===== src/sfw_pkg.sv =====
// Constants shared by the sample queue watermark controller and its helpers.
package sfw_pkg;
  localparam int ITEM_W = 24;
  localparam int TAG_W = 5;
  localparam int VAL_W = 19;
  localparam int QUEUE_DEPTH = 128;
  localparam int IDX_W = 7;
  localparam int CNT_W = 8;
  localparam int THR_W = 7;
  localparam int STAGE_DEPTH = 16;
  localparam int TS_PERIOD = 8;
  localparam int PHASE_W = 3;

  localparam logic [7:0] ADDR_FLAGS = 8'h00;
  localparam logic [7:0] ADDR_MASK = 8'h03;
  localparam logic [7:0] ADDR_WR_IDX = 8'h04;
  localparam logic [7:0] ADDR_RD_IDX = 8'h05;
  localparam logic [7:0] ADDR_LOST = 8'h06;
  localparam logic [7:0] ADDR_COUNT = 8'h07;
  localparam logic [7:0] ADDR_DATA = 8'h08;
  localparam logic [7:0] ADDR_CFG1 = 8'h09;
  localparam logic [7:0] ADDR_CFG2 = 8'h0a;

  localparam int FLAG_AFULL_BIT = 7;
  localparam int FLAG_DRDY_BIT = 6;
  localparam int CFG2_TS_BIT = 5;
  localparam int CFG2_FLUSH_BIT = 4;
  localparam int CFG2_STATCLR_BIT = 3;
  localparam int CFG2_TYPE_BIT = 2;
  localparam int CFG2_OVERWRITE_BIT = 1;

  localparam logic [7:0] MASK_RST = 8'h00;
  localparam logic [THR_W-1:0] THR_RST = 7'h00;
  localparam logic [IDX_W-1:0] LOST_MAX = 7'h7f;
  localparam logic [CNT_W-1:0] COUNT_FULL = 8'h80;
  localparam logic [1:0] LAST_BYTE = 2'h2;
  localparam logic [TAG_W-1:0] TS_TAG = 5'h1e;
endpackage


===== src/sfw_stage_fifo.sv =====
// Small staging FIFO with valid/ready on both sides and a synchronous clear.
module sfw_stage_fifo #(
  parameter int WIDTH = 24,
  parameter int DEPTH = 16
) (
  input wire logic clock_in,
  input wire logic reset_n_in,
  input wire logic clear_in,
  input wire logic in_valid_in,
  output logic in_ready_out,
  input wire logic [WIDTH-1:0] in_data_in,
  output logic out_valid_out,
  input wire logic out_ready_in,
  output logic [WIDTH-1:0] out_data_out
);
  localparam int AW = $clog2(DEPTH);

  generate
    if (DEPTH < 2 || (1 << AW) != DEPTH || WIDTH < 1)
    begin : g_bad
      $error("Stage FIFO depth must be a power of two of at least 2.");
    end
  endgenerate

  logic [WIDTH-1:0] mem [DEPTH];
  logic [AW-1:0] wr_ptr;
  logic [AW-1:0] rd_ptr;
  logic [AW:0] count;
  wire push = in_valid_in && in_ready_out;
  wire pop = out_valid_out && out_ready_in;
  wire [AW:0] next_count = count + (AW+1)'(push) - (AW+1)'(pop);

  assign out_data_out = mem[rd_ptr];

  always_ff @(posedge clock_in)
  begin
    if (push)
    begin
      mem[wr_ptr] <= in_data_in;
    end
  end

  // Ready and valid are kept as flops so the producer never sees a combinational path.
  always_ff @(posedge clock_in or negedge reset_n_in)
  begin
    if (!reset_n_in)
    begin
      wr_ptr <= '0;
      rd_ptr <= '0;
      count <= '0;
      in_ready_out <= 1'b0;
      out_valid_out <= 1'b0;
    end
    else if (clear_in)
    begin
      wr_ptr <= '0;
      rd_ptr <= '0;
      count <= '0;
      in_ready_out <= 1'b1;
      out_valid_out <= 1'b0;
    end
    else
    begin
      wr_ptr <= wr_ptr + AW'(push);
      rd_ptr <= rd_ptr + AW'(pop);
      count <= next_count;
      in_ready_out <= next_count != (AW+1)'(DEPTH);
      out_valid_out <= next_count != '0;
    end
  end
endmodule


===== src/sfw_flag_cell.sv =====
// Sticky status flag in which a set always wins over a clear in the same cycle.
module sfw_flag_cell (
  input wire logic clock_in,
  input wire logic reset_n_in,
  input wire logic set_in,
  input wire logic clear_in,
  output logic flag_out
);
  always_ff @(posedge clock_in or negedge reset_n_in)
  begin
    if (!reset_n_in)
    begin
      flag_out <= 1'b0;
    end
    else
    begin
      flag_out <= set_in || (flag_out && !clear_in);
    end
  end
endmodule


===== src/sfw_queue_ctrl.sv =====
// Sample queue with watermark flag, overwrite or drop, flush and timestamp insertion.
module sfw_queue_ctrl #(
  parameter int STAGE_DEPTH = sfw_pkg::STAGE_DEPTH
) (
  input wire logic clock_in,
  input wire logic reset_n_in,
  input wire logic sample_valid_in,
  output logic sample_ready_out,
  input wire logic [sfw_pkg::TAG_W-1:0] sample_tag_in,
  input wire logic [sfw_pkg::VAL_W-1:0] sample_value_in,
  input wire logic [7:0] reg_addr_in,
  input wire logic reg_write_in,
  input wire logic reg_read_in,
  input wire logic [7:0] reg_wdata_in,
  output logic [7:0] reg_rdata_out,
  output logic reg_rvalid_out,
  output logic irq_n_out
);
  localparam int IW = sfw_pkg::IDX_W;
  localparam int CW = sfw_pkg::CNT_W;

  // Index and count widths are fixed for a 128-item store, and the timestamp phase wraps by itself at eight.
  generate
    if (STAGE_DEPTH < 2 || (1 << $clog2(STAGE_DEPTH)) != STAGE_DEPTH || sfw_pkg::QUEUE_DEPTH != (1 << IW) ||
        sfw_pkg::TS_PERIOD != (1 << sfw_pkg::PHASE_W))
    begin : g_bad_size
      $error("Queue controller sizes are out of range.");
    end
  endgenerate

  // One address compare for every strobe keeps the read and write maps in step.
  function automatic logic reg_hit(input logic [7:0] addr, input logic [7:0] target);
    return addr == target;
  endfunction

  logic [sfw_pkg::ITEM_W-1:0] store [sfw_pkg::QUEUE_DEPTH];
  logic [IW-1:0] write_index;
  logic [IW-1:0] read_index;
  logic [CW-1:0] item_count;
  logic [IW-1:0] lost_item_count;
  logic [1:0] byte_sel;
  logic [7:0] irq_mask;
  logic [sfw_pkg::THR_W-1:0] afull_threshold;
  logic timestamp_en;
  logic clear_flags_on_data_read;
  logic afull_edge_type;
  logic overwrite_when_full;
  logic afull_seen;
  logic ts_pending;
  logic [sfw_pkg::PHASE_W-1:0] ts_phase;
  logic [sfw_pkg::VAL_W-1:0] sample_total;
  logic afull_flag;
  logic drdy_flag;

  // Register access decode.
  wire rd_flags = reg_read_in && reg_hit(reg_addr_in, sfw_pkg::ADDR_FLAGS);
  wire rd_data = reg_read_in && reg_hit(reg_addr_in, sfw_pkg::ADDR_DATA);
  wire wr_mask = reg_write_in && reg_hit(reg_addr_in, sfw_pkg::ADDR_MASK);
  wire wr_rd_idx = reg_write_in && reg_hit(reg_addr_in, sfw_pkg::ADDR_RD_IDX);
  wire wr_cfg1 = reg_write_in && reg_hit(reg_addr_in, sfw_pkg::ADDR_CFG1);
  wire wr_cfg2 = reg_write_in && reg_hit(reg_addr_in, sfw_pkg::ADDR_CFG2);
  // The flush bit is never stored, so it always reads back as zero.
  wire flush_now = wr_cfg2 && reg_wdata_in[sfw_pkg::CFG2_FLUSH_BIT];

  // Staging buffer between the conversion sequencer and the main store.
  wire stage_valid;
  wire [sfw_pkg::ITEM_W-1:0] stage_item;
  // A pending timestamp takes the write slot, so the stage stalls for that cycle.
  wire stage_take = stage_valid && !ts_pending;

  sfw_stage_fifo #(
    .WIDTH(sfw_pkg::ITEM_W),
    .DEPTH(STAGE_DEPTH)
  ) u_stage (
    .clock_in(clock_in),
    .reset_n_in(reset_n_in),
    .clear_in(flush_now),
    .in_valid_in(sample_valid_in),
    .in_ready_out(sample_ready_out),
    .in_data_in({sample_tag_in, sample_value_in}),
    .out_valid_out(stage_valid),
    .out_ready_in(stage_take),
    .out_data_out(stage_item)
  );

  // Item offered to the store this cycle.
  wire push_req = (ts_pending || stage_valid) && !flush_now;
  wire [sfw_pkg::ITEM_W-1:0] push_item = ts_pending ? {sfw_pkg::TS_TAG, sample_total} : stage_item;

  // Host pops an item only on the third byte of a burst.
  // An empty queue still steps the byte counter, so bursts stay aligned after a late push.
  wire last_byte = byte_sel == sfw_pkg::LAST_BYTE;
  wire pop_now = rd_data && last_byte && item_count != '0 && !flush_now;
  wire full = item_count == sfw_pkg::COUNT_FULL;
  wire room = !full || pop_now;
  wire write_item = push_req && (room || overwrite_when_full);
  // Overwrite moves the read index past the oldest item, so a burst in progress may mix two items.
  wire discard_oldest = push_req && !room && overwrite_when_full;
  wire drop_item = push_req && !room && !overwrite_when_full;
  wire lose_item = discard_oldest || drop_item;
  wire count_up = write_item && !discard_oldest;
  wire [CW-1:0] next_item_count = item_count + CW'(count_up) - CW'(pop_now);

  // Watermark compare on the count that the push leaves behind.
  wire [CW-1:0] watermark = sfw_pkg::COUNT_FULL - CW'(afull_threshold);
  wire afull_cond = next_item_count >= watermark;
  wire afull_en = irq_mask[sfw_pkg::FLAG_AFULL_BIT];
  wire drdy_en = irq_mask[sfw_pkg::FLAG_DRDY_BIT];
  wire afull_level_set = !afull_edge_type && write_item && afull_cond;
  // The edge type re-arms only after the level drops below the mark, so a drain is needed for a second event.
  wire afull_edge_set = afull_edge_type && afull_cond && !afull_seen;
  wire set_afull = afull_en && (afull_level_set || afull_edge_set) && !flush_now;
  // Data-ready counts timestamps too, since the host must drain them like samples.
  wire set_drdy = drdy_en && write_item && !flush_now;
  wire data_read_clears = rd_data && clear_flags_on_data_read;
  wire clear_flags = rd_flags || data_read_clears;

  // Flush and the host clears share one input; a set wins over a host clear inside the cell, and both sets are masked during a flush.
  sfw_flag_cell u_afull (
    .clock_in(clock_in),
    .reset_n_in(reset_n_in),
    .set_in(set_afull),
    .clear_in(clear_flags || flush_now),
    .flag_out(afull_flag)
  );

  sfw_flag_cell u_drdy (
    .clock_in(clock_in),
    .reset_n_in(reset_n_in),
    .set_in(set_drdy),
    .clear_in(clear_flags || flush_now),
    .flag_out(drdy_flag)
  );

  wire [7:0] flags_value = {afull_flag, drdy_flag, 6'h00};
  wire [sfw_pkg::ITEM_W-1:0] head_item = store[read_index];
  wire [7:0] head_byte = byte_sel == 2'h0 ? head_item[23:16] : byte_sel == 2'h1 ? head_item[15:8] : head_item[7:0];
  wire [7:0] cfg2_value = {2'h0, timestamp_en, 1'b0, clear_flags_on_data_read, afull_edge_type,
                           overwrite_when_full, 1'b0};
  // Unmapped addresses read as zero.
  wire [7:0] read_mux =
    reg_addr_in == sfw_pkg::ADDR_FLAGS ? flags_value :
    reg_addr_in == sfw_pkg::ADDR_MASK ? irq_mask :
    reg_addr_in == sfw_pkg::ADDR_WR_IDX ? {1'b0, write_index} :
    reg_addr_in == sfw_pkg::ADDR_RD_IDX ? {1'b0, read_index} :
    reg_addr_in == sfw_pkg::ADDR_LOST ? {1'b0, lost_item_count} :
    reg_addr_in == sfw_pkg::ADDR_COUNT ? item_count :
    reg_addr_in == sfw_pkg::ADDR_DATA ? head_byte :
    reg_addr_in == sfw_pkg::ADDR_CFG1 ? {1'b0, afull_threshold} :
    reg_addr_in == sfw_pkg::ADDR_CFG2 ? cfg2_value : 8'h00;

  wire lost_at_max = lost_item_count == sfw_pkg::LOST_MAX;
  wire [IW-1:0] next_lost =
    pop_now ? '0 : (lose_item && !lost_at_max) ? lost_item_count + IW'(1) : lost_item_count;
  // Writing the read index lets the host re-read an item that has not yet been overwritten.
  wire [IW-1:0] next_read_index =
    wr_rd_idx ? reg_wdata_in[IW-1:0] : read_index + IW'(pop_now || discard_oldest);
  wire ts_due = timestamp_en && stage_take && ts_phase == sfw_pkg::PHASE_W'(sfw_pkg::TS_PERIOD - 1);

  always_ff @(posedge clock_in)
  begin
    if (write_item)
    begin
      store[write_index] <= push_item;
    end
  end

  // Host configuration registers.
  always_ff @(posedge clock_in or negedge reset_n_in)
  begin
    if (!reset_n_in)
    begin
      irq_mask <= sfw_pkg::MASK_RST;
      afull_threshold <= sfw_pkg::THR_RST;
      timestamp_en <= 1'b0;
      clear_flags_on_data_read <= 1'b0;
      afull_edge_type <= 1'b0;
      overwrite_when_full <= 1'b0;
    end
    else
    begin
      if (wr_mask)
      begin
        irq_mask <= {reg_wdata_in[sfw_pkg::FLAG_AFULL_BIT:sfw_pkg::FLAG_DRDY_BIT], 6'h00};
      end
      if (wr_cfg1)
      begin
        afull_threshold <= reg_wdata_in[sfw_pkg::THR_W-1:0];
      end
      if (wr_cfg2)
      begin
        timestamp_en <= reg_wdata_in[sfw_pkg::CFG2_TS_BIT];
        clear_flags_on_data_read <= reg_wdata_in[sfw_pkg::CFG2_STATCLR_BIT];
        afull_edge_type <= reg_wdata_in[sfw_pkg::CFG2_TYPE_BIT];
        overwrite_when_full <= reg_wdata_in[sfw_pkg::CFG2_OVERWRITE_BIT];
      end
    end
  end

  // Read data is held until the next read, so a slow serial front end may fetch it late.
  always_ff @(posedge clock_in or negedge reset_n_in)
  begin
    if (!reset_n_in)
    begin
      reg_rdata_out <= 8'h00;
      reg_rvalid_out <= 1'b0;
    end
    else
    begin
      reg_rdata_out <= reg_read_in ? read_mux : reg_rdata_out;
      reg_rvalid_out <= reg_read_in;
    end
  end

  // The pin is a flop so that it never glitches while both flags change.
  always_ff @(posedge clock_in or negedge reset_n_in)
  begin
    if (!reset_n_in)
    begin
      irq_n_out <= 1'b1;
    end
    else
    begin
      irq_n_out <= !(afull_flag || drdy_flag);
    end
  end

  // Queue indexes and counts.
  always_ff @(posedge clock_in or negedge reset_n_in)
  begin
    if (!reset_n_in)
    begin
      write_index <= '0;
      read_index <= '0;
      item_count <= '0;
      lost_item_count <= '0;
      byte_sel <= 2'h0;
      afull_seen <= 1'b0;
    end
    else if (flush_now)
    begin
      write_index <= '0;
      read_index <= '0;
      item_count <= '0;
      lost_item_count <= '0;
      byte_sel <= 2'h0;
      afull_seen <= 1'b0;
    end
    else
    begin
      write_index <= write_index + IW'(write_item);
      read_index <= next_read_index;
      item_count <= next_item_count;
      lost_item_count <= next_lost;
      // A rewritten read index restarts the byte burst at the top byte.
      byte_sel <= wr_rd_idx ? 2'h0 : rd_data ? (last_byte ? 2'h0 : byte_sel + 2'h1) : byte_sel;
      afull_seen <= afull_cond;
    end
  end

  // Timestamp scheduling; the phase only runs while insertion is enabled.
  always_ff @(posedge clock_in or negedge reset_n_in)
  begin
    if (!reset_n_in)
    begin
      ts_pending <= 1'b0;
      ts_phase <= '0;
      sample_total <= '0;
    end
    else if (flush_now)
    begin
      ts_pending <= 1'b0;
      ts_phase <= '0;
      sample_total <= '0;
    end
    else
    begin
      // The total wraps at nineteen bits; only its low bits matter for aligning two streams.
      sample_total <= sample_total + sfw_pkg::VAL_W'(stage_take);
      // A timestamp that meets a full store without overwrite is lost and counted like a sample.
      ts_pending <= ts_due;
      ts_phase <= !timestamp_en ? '0 : ts_phase + sfw_pkg::PHASE_W'(stage_take);
    end
  end
endmodule


===== config.mk =====
export PLATFORM = sky130hd
export DESIGN_NAME = sfw_queue_ctrl
export DESIGN_NICKNAME = d
export VERILOG_FILES = /design/src/sfw_pkg.sv /design/src/sfw_stage_fifo.sv /design/src/sfw_flag_cell.sv /design/src/sfw_queue_ctrl.sv
export SDC_FILE = /design/constraint.sdc
export NUM_CORES = 2
export LEC_CHECK = 0
export BUFFER_PORTS_ARGS = -buffer_cell sky130_fd_sc_hd__clkbuf_2
export CORE_MARGIN = 4
export CORE_UTILIZATION = 30
export CTS_BUF_LIST = sky130_fd_sc_hd__clkbuf_8
export DETAILED_ROUTE_END_ITERATION = 10
export SYNTH_ARGS = -nofsm -noshare
export SYNTH_HDL_FRONTEND = slang
export SYNTH_SLANG_ARGS = --single-unit

===== constraint.sdc =====
create_clock -name clock_in -period 14.4 [get_ports clock_in]
set_clock_uncertainty 0.2 [all_clocks]
set_input_delay 2.16 -clock clock_in [delete_from_list [all_inputs] [get_ports clock_in]]
set_output_delay 2.16 -clock clock_in [all_outputs]
set_load 0.02 [all_outputs]

======== Word level (Yosys, flattened, before mapping) ========
Memories as Yosys holds them, arrays and structs flattened.
Index checks and enable logic that the tools add are counted.
W data, S select, Z words.
operators by class
  add/sub/neg operators ................... 13
  $lt $le $gt $ge ......................... 1
  eq/ne operators ......................... 14
  multiplexer cells ....................... 37
  reduce and logical (&&, ||, !) cells .... 61
operators by type and width
  operator               number
  $mux W8                10
  $mux W7                7
  $logic_and A1 B1 Y1    33
  $eq A8 B3 Y1 const B   4
  $eq A8 B4 Y1 const B   3
  $mux W24               1
  $add A19 B1 Y19        1
  $mux W19               1
  $add A7 B1 Y7          2
  $logic_not A1 Y1       11
  $logic_or A1 B1 Y1     11
  $add A4 B1 Y4          2
  $add A8 B1 Y8          1
  $eq A8 B2 Y1 const B   1
  $eq A8 B8 Y1 const B   1
  $ge A8 B8 Y1           1
  $logic_not A8 Y1       1
  $mux W1                8
  $mux W2                4
  $mux W4                2
  $reduce_bool A8 Y1     1
  $sub A8 B1 Y8          1
  $sub A8 B7 Y8 const A  1
  $add A7 B1 Y7 const B  1
  other kinds (15)       17
word-level totals
  flip-flop bits (word level) ............. 95
  RAM bits ................................ 3456
  bits of input ports ..................... 45
  output and inout port bits .............. 11
  logic and storage cells ................. 153
  memories ................................ 2
memories
  name         depth  bits a word  read ports  clocked after memory_dff  write ports  line                  text
  store        128    24           1           0                         1            sfw_queue_ctrl.sv:36  logic [sfw_pkg::ITEM_W-1:0] store [sfw_pkg::QUEUE_DEPTH];
  u_stage.mem  16     24           1           0                         1            sfw_stage_fifo.sv:25  logic [WIDTH-1:0] mem [DEPTH];

======== Logic depth before layout (Yosys ltp) ========
  depth in word-level cells ............... 20
  depth in mapped cells ................... 22
  mapped depth without buffers ............ 21

======== By module ========
Synthesis repeated with hierarchy kept, for this count alone.
second synthesis, totals
  cells, all modules ...................... 6299
  area total of the unflattened synthesis .. 137881.0 µm²
modules (own cells, without submodules)
  module          instances  cells an instance  area each (µm²)  seq. area each (µm²)
  sfw_queue_ctrl  1          5614               122616.3         94201.6
  sfw_stage_fifo  1          679                15192.1          11906.4
  sfw_flag_cell   2          3                  36.3             25.0

======== Worst setup path after synthesis ========
No wires, ideal clock.
  path type ............................... input -> register
  start ................................... input port reg_addr_in[5]
  end ..................................... register u_afull.flag_out
  library setup time ...................... 0.132 ns
  arrival ................................. 6.115 ns
  required time ........................... 14.068 ns
  slack ................................... 7.953 ns
  stages .................................. 19
  path buffers ............................ 0
  cell sequence ........................... nor4_2 -> nand4_1 -> or3b_1 -> o211ai_1 -> nand2_1 -> ha_1 -> inv_1 -> ha_1 -> inv_1 -> fa_1 -> inv_1 -> ha_1 -> a21o_1 -> a21o_1 -> a21o_1 -> a21o_1 -> a21o_1 -> a211oi_1 -> o31ai_1
on the way
  cells in the longest elaborated chain, start to end .. 20
  elaborated cells between the ends (all ways) .. 36
  those cells by class .................... 2 x add/sub; 1 x order compare; 2 x eq/ne; 31 x reduce/logical
RTL lines
  what                                                            line                                                               text
  start, declared                                                 sfw_queue_ctrl.sv:11                                               input wire logic [7:0] reg_addr_in,
  $eq A8 B4 Y1                                                    sfw_queue_ctrl.sv:33                                               return addr == target;
  $logic_and A1 B1 Y1, on equally long branches                   sfw_queue_ctrl.sv:57, sfw_queue_ctrl.sv:61
  $logic_and A1 B1 Y1, on equally long branches                   sfw_queue_ctrl.sv:93, sfw_queue_ctrl.sv:63
  $logic_and A1 B1 Y1 / $logic_not A1 Y1 (equally long branches)  sfw_queue_ctrl.sv:93, sfw_queue_ctrl.sv:87, sfw_queue_ctrl.sv:112
  $logic_and A1 B1 Y1                                             sfw_queue_ctrl.sv:93                                               wire pop_now = rd_data && last_byte && item_count != '0 && !flush_now;
  $logic_or A1 B1 Y1                                              sfw_queue_ctrl.sv:95                                               wire room = !full || pop_now;
  $logic_not A1 Y1                                                sfw_queue_ctrl.sv:98                                               wire discard_oldest = push_req && !room && overwrite_when_full;
  $logic_and A1 B1 Y1 (2 in a row)                                sfw_queue_ctrl.sv:98
  $logic_not A1 Y1                                                sfw_queue_ctrl.sv:101                                              wire count_up = write_item && !discard_oldest;
  $logic_and A1 B1 Y1                                             sfw_queue_ctrl.sv:101
  $add A8 B1 Y8                                                   sfw_queue_ctrl.sv:102                                              wire [CW-1:0] next_item_count = item_count + CW'(count_up) - CW'(pop_now);
  $sub A8 B1 Y8                                                   sfw_queue_ctrl.sv:102
  $ge A8 B8 Y1                                                    sfw_queue_ctrl.sv:106                                              wire afull_cond = next_item_count >= watermark;
  $logic_and A1 B1 Y1 (2 in a row)                                sfw_queue_ctrl.sv:111                                              wire afull_edge_set = afull_edge_type && afull_cond && !afull_seen;
  $logic_or A1 B1 Y1                                              sfw_queue_ctrl.sv:112                                              wire set_afull = afull_en && (afull_level_set || afull_edge_set) && !flush_now;
  $logic_and A1 B1 Y1 (2 in a row)                                sfw_queue_ctrl.sv:112
  $logic_or A1 B1 Y1 (*)                                          sfw_flag_cell.sv:17                                                flag_out <= set_in || (flag_out && !clear_in);
  end signal, assigned                                            sfw_flag_cell.sv:17
  end, declared                                                   sfw_flag_cell.sv:7                                                 output logic flag_out
Mark *: on every way between the ends. The rest lies on a longest branch, timed or not.
A chain may end at the register's enable or synchronous reset.

======== Worst setup path in the final report ========
  start ................................... input port reg_addr_in[1]
  end ..................................... register u_afull.flag_out
Same word-level chain as after synthesis.

==> results list <==
- Number of DRC markers in iteration 0: 8,706
* Pwr per Cell Area: approximately 190 nW/um^2
- Dividing the detail-routed via count by the number of cells gives about 5.1.
- Across all register-to-register paths, the minimum setup slack is about 7.8 ns.
* Minimum clock period after layout: 6.738 ns
- Critical path capture point type: flop
* Area inside the core boundary: approximately 460,000 um^2
- Cell chain of the critical path: clkbuf_2 -> inv_1 -> nor2_1 -> and4_2 -> nor2_1 -> nand2_1 -> ha_1 -> inv_1 -> ha_1 -> inv_1 -> fa_1 -> inv_1 -> ha_1 -> a21o_1 -> a21o_1 -> a21o_1 -> a21o_1 -> a21o_1 -> a211oi_1 -> o31ai_1
- The synthesized design contains 3,456 enable-type register cells.
* Via count of the first global-routing pass: roughly 68,000
* Skew-Pair Late Insertion Delay: 1.05 ns
* Dominant combinational cell family by area after synthesis: multiplexers
- Setup violations remaining at the end of the flow were counted as 0.
- Final period util: a little under half
- Placed wire-length estimate: 215,600 um
- Synth Net Count: approximately 6,000
- The initial antenna violation count was 32.
- Buffer cell driving the clock tree root: clkbuf_8
- Measured along the y axis, the die boundary spans 685.4 um.
- Worst setup endpoint: u_afull.flag_out
* Count of placed standard cells in the final layout, fillers left out: 13,040
- Of all nets on the critical path, the largest fanout is 45.
- The clock net in this run drives a total of ~3,600 sinks.
* Worst-Margin Slew: 1.520 ns
- Distinct cell type count after synthesis: 75
- Total negative slack for setup checks: 0 ns
- Post-detailed-routing wire length: 365,700 um
- After clock tree synthesis, the setup repair step added 0 buffers.
* Worst slew margin relative to its limit: -2.682%
* Crit path largest cell delay: 1.04 ns
* End of the worst register-to-register path: reg_rdata_out[7]
- Finished layout cell area: 156,700 um^2
- Cell total after placement: 12,040
- The post-route netlist has 31.52% of its cells at a drive strength greater than 1.
* Outcome: finished, violations left
- Cell repeated most along the worst path: a21o_1
* Main synth FF type: edfxtp_1
- The die covers ~470,000 um^2.
- Wire length of the first global-routing pass: 518,800 um
- Setup repair after global routing missed its margin: false
* Cell Area, Synth: 137,700 um^2
- The floorplan step set the die width to a little under 700 um.
- Post-synthesis average cell area: 23.09 um^2
* # rows: around 250
- Synth Area in Adders: 0.3836%
* Seq cells post-synth: 3,551
- Pre-antenna DRT Iters: 9
- Summed over all cells, the static leakage comes to 47.85 nW.
- The detail route stage leaves a number of antenna-violating nets equal to 0.
- In the final routed layout, each cell accounts on average for 28.03 um.
* Initial standard-cell utilization of the core: 30.14%
- Number of max-slew violations in the final report: 2
- STA puts the critical path data arrival time at 7.43 ns.
- Placed Area: 146,500 um^2
- The slowest stage of the critical path is the and4_2 cell.
- The clock passes through at most 4 buffers.
- Ys Warns: 0
- After Yosys synthesis, XOR and XNOR cells account for 0.3308% of the synthesized area.
- The congestion estimate from routability-driven global placement came to 0.9517.
- Post-synth ARST share: under 10%
- Tot GR Track Use: between 15 and 20%
- Routed via count: roughly 67,000
- The H-tree was split into 6 levels.
- Clock-pin slew was measured on the worst setup and hold paths at 0.06 ns.
- The worst register-to-register path begins at read_index[1].
* Hold Buf Count CTS: 0
- In this run, CTS created clock tree buffers numbering around 570.
- The path class of the tightest hold or removal check is reg -> reg.
* Category of the critical setup timing path: in -> reg
* Post-cts gate resize count: 0
- The checks that failed: capacitance limit, slew limit.
* F_max: 0.1484 GHz
- Overflow after GRT: 0
* Required @ worst endpoint: roughly 15 ns
- Layout net count: 6,578
- The most critical setup path has its startpoint at reg_addr_in[1].
* Final Hold Fails: 0
* Max Cap Viol: 1
* Startpoint class of the critical path: primary input
- Sequential element share of the synthesized area: 77.12%
* Max IR drop VDD: about 0.00024 V
- Of the total synthesized cell area, the portion taken by AND, OR, NAND and NOR gates is 1.765%.
* Depth of the most critical reg-to-reg path: 10
- Largest net degree at the start of global routing: 105
- The synthesized netlist devotes 1.269% of its cell area to compound gates.
- Port buffer count: 55
* CTS tree: built
- Relative to the synthesized area, the layout overhead comes to 13.81%.
* Number of cells produced by synthesis: approximately 6,000
- Multiplexer area fraction after synthesis: 17.85%
* Number of placed I/O pins: 56
- Number of remaining DRC errors: 0
[stage by stage]
step	power, W	setup WS, ns	utilization (%)	hold WS (ns)
5_1_grt	0.03120	7.458	34.30	0.2853
3_5_place_dp	0.02250	6.822	32.07	0.2714
2_1_floorplan	0.01879	7.953	-	0.1788
4_1_cts	0.03034	7.850	34.30	0.2544
6_report	0.03012	7.662	34.30	0.2831
3_3_place_gp	0.02218	6.794	32.07	0.2999
[worst max-delay path: cells and delay by family]
family,cells,cell delay [ns]
simple gates,4,2.01
fa+ha+maj,4,1.21
buf+inv,5,0.65
compound gates,7,1.36
[flip-flops by register name, summed over array words and instances (netlist names), 2 cells and up]
| name | cells |
|---|---|
| store | 3072 |
| u_stage.mem | 384 |
| sample_total | 19 |
| item_count | 8 |
| reg_rdata_out | 8 |
| afull_threshold | 7 |
| lost_item_count | 7 |
| read_index | 7 |
| write_index | 7 |
| u_stage.count | 5 |
| u_stage.rd_ptr | 4 |
| u_stage.wr_ptr | 4 |
| ts_phase | 3 |
| byte_sel | 2 |
| irq_mask | 2 |
[worst min-delay path by stage]
stage                     slack [ns]        startpoint         to  depth (start not counted)
after global placement          0.30  u_afull.flag_out  irq_n_out                          1
after detailed placement        0.27  u_afull.flag_out  irq_n_out                          1
after CTS                       0.25  u_afull.flag_out  irq_n_out                          1
after global routing            0.29  u_afull.flag_out  irq_n_out                          1
final                           0.28  u_afull.flag_out  irq_n_out                          1
after floorplan                 0.18  u_afull.flag_out  irq_n_out                          1
[where the power goes]
group,internal [W],switching [W]
clock,0.00396,0.00393
sequential,0.0150,0.000264
combinational,0.00143,0.00550
total,0.0204,0.00970
[logic make-up after synthesis]
| kind of cell | Yosys count |
|---|---|
| buffers and inverters | 354 |
| and+or+nand+nor | 551 |
| muxes | 1165 |
| xor gates and xnor gates | 52 |
| adders and majority gates | 41 |
| DFF | 3551 |
| AOI/OAI and AO/OA | 248 |
[cell usage in the layout (no fill, tap or decap), types with 11 or more instances in the layout]
cell,count
a221oi_1,11
ha_1,39
mux2_2,15
nor2_1,104
nand2_1,142
xor2_1,32
mux2i_1,102
a22oi_1,22
a22o_1,12
clkinvlp_4,18
clkbuf_8,588
and2_1,21
nand4_1,14
buf_4,208
clkinv_1,135
and3_1,16
a21oi_1,52
nor2_4,51
o22ai_1,13
clkbuf_2,54
mux2_4,19
mux4_2,1029
dfrtp_1,84
nor2_2,90
clkinv_2,33
xnor2_1,20
edfxtp_1,3456
nor3_1,12
inv_1,224
nand3_1,41
o221ai_1,15
a211oi_1,16
o21ai_0,31
[synth_stat cells (14+ instances only)]
cell	n	area [um^2]
a211oi_1	16	120.1
a21oi_1	52	260.3
a22oi_1	22	165.2
and2_1	21	131.4
and3_1	16	100.1
buf_1	34	127.6
buf_2	76	380.4
buf_4	21	157.7
buf_6	33	371.6
clkbuf_1	148	555.5
dfrtp_1	94	2352
edfxtp_1	3456	103800
ha_1	39	488.0
inv_1	38	142.6
mux2_2	34	382.9
mux2i_1	102	1021
mux4_2	1029	23170
nand2_1	142	533.0
nand3_1	44	220.2
nand4_1	14	87.58
nor2_1	245	919.6
nor3_1	16	80.08
o21ai_0	31	155.2
o221ai_1	15	131.4
xnor2_1	20	175.2
xor2_1	32	280.3
[final cells by class]
class | count | area (um^2)
tap | 6125 | 7664
antenna | 7 | 17.52
clock buffer | 588 | 8093
fill | 42150 | 300100
clock inverter | 405 | 2063
multi-input combinational | 2057 | 30490
timing repair buffer | 270 | 1992
sequential | 3551 | 106200
inverter | 41 | 163.9
[per-layer routing]
metal	global-route usage [%]	part of all wire, %	wire length [um]	vias up
met5	0	0.031	112	-
met4	5.445	3.7	13470	16
met3	2.938	8.6	31510	651
met2	24.40	48	175800	3435
met1	20.50	40	144700	36030
li1	-	-	-	26500
(Power assumes the default switching activity.)
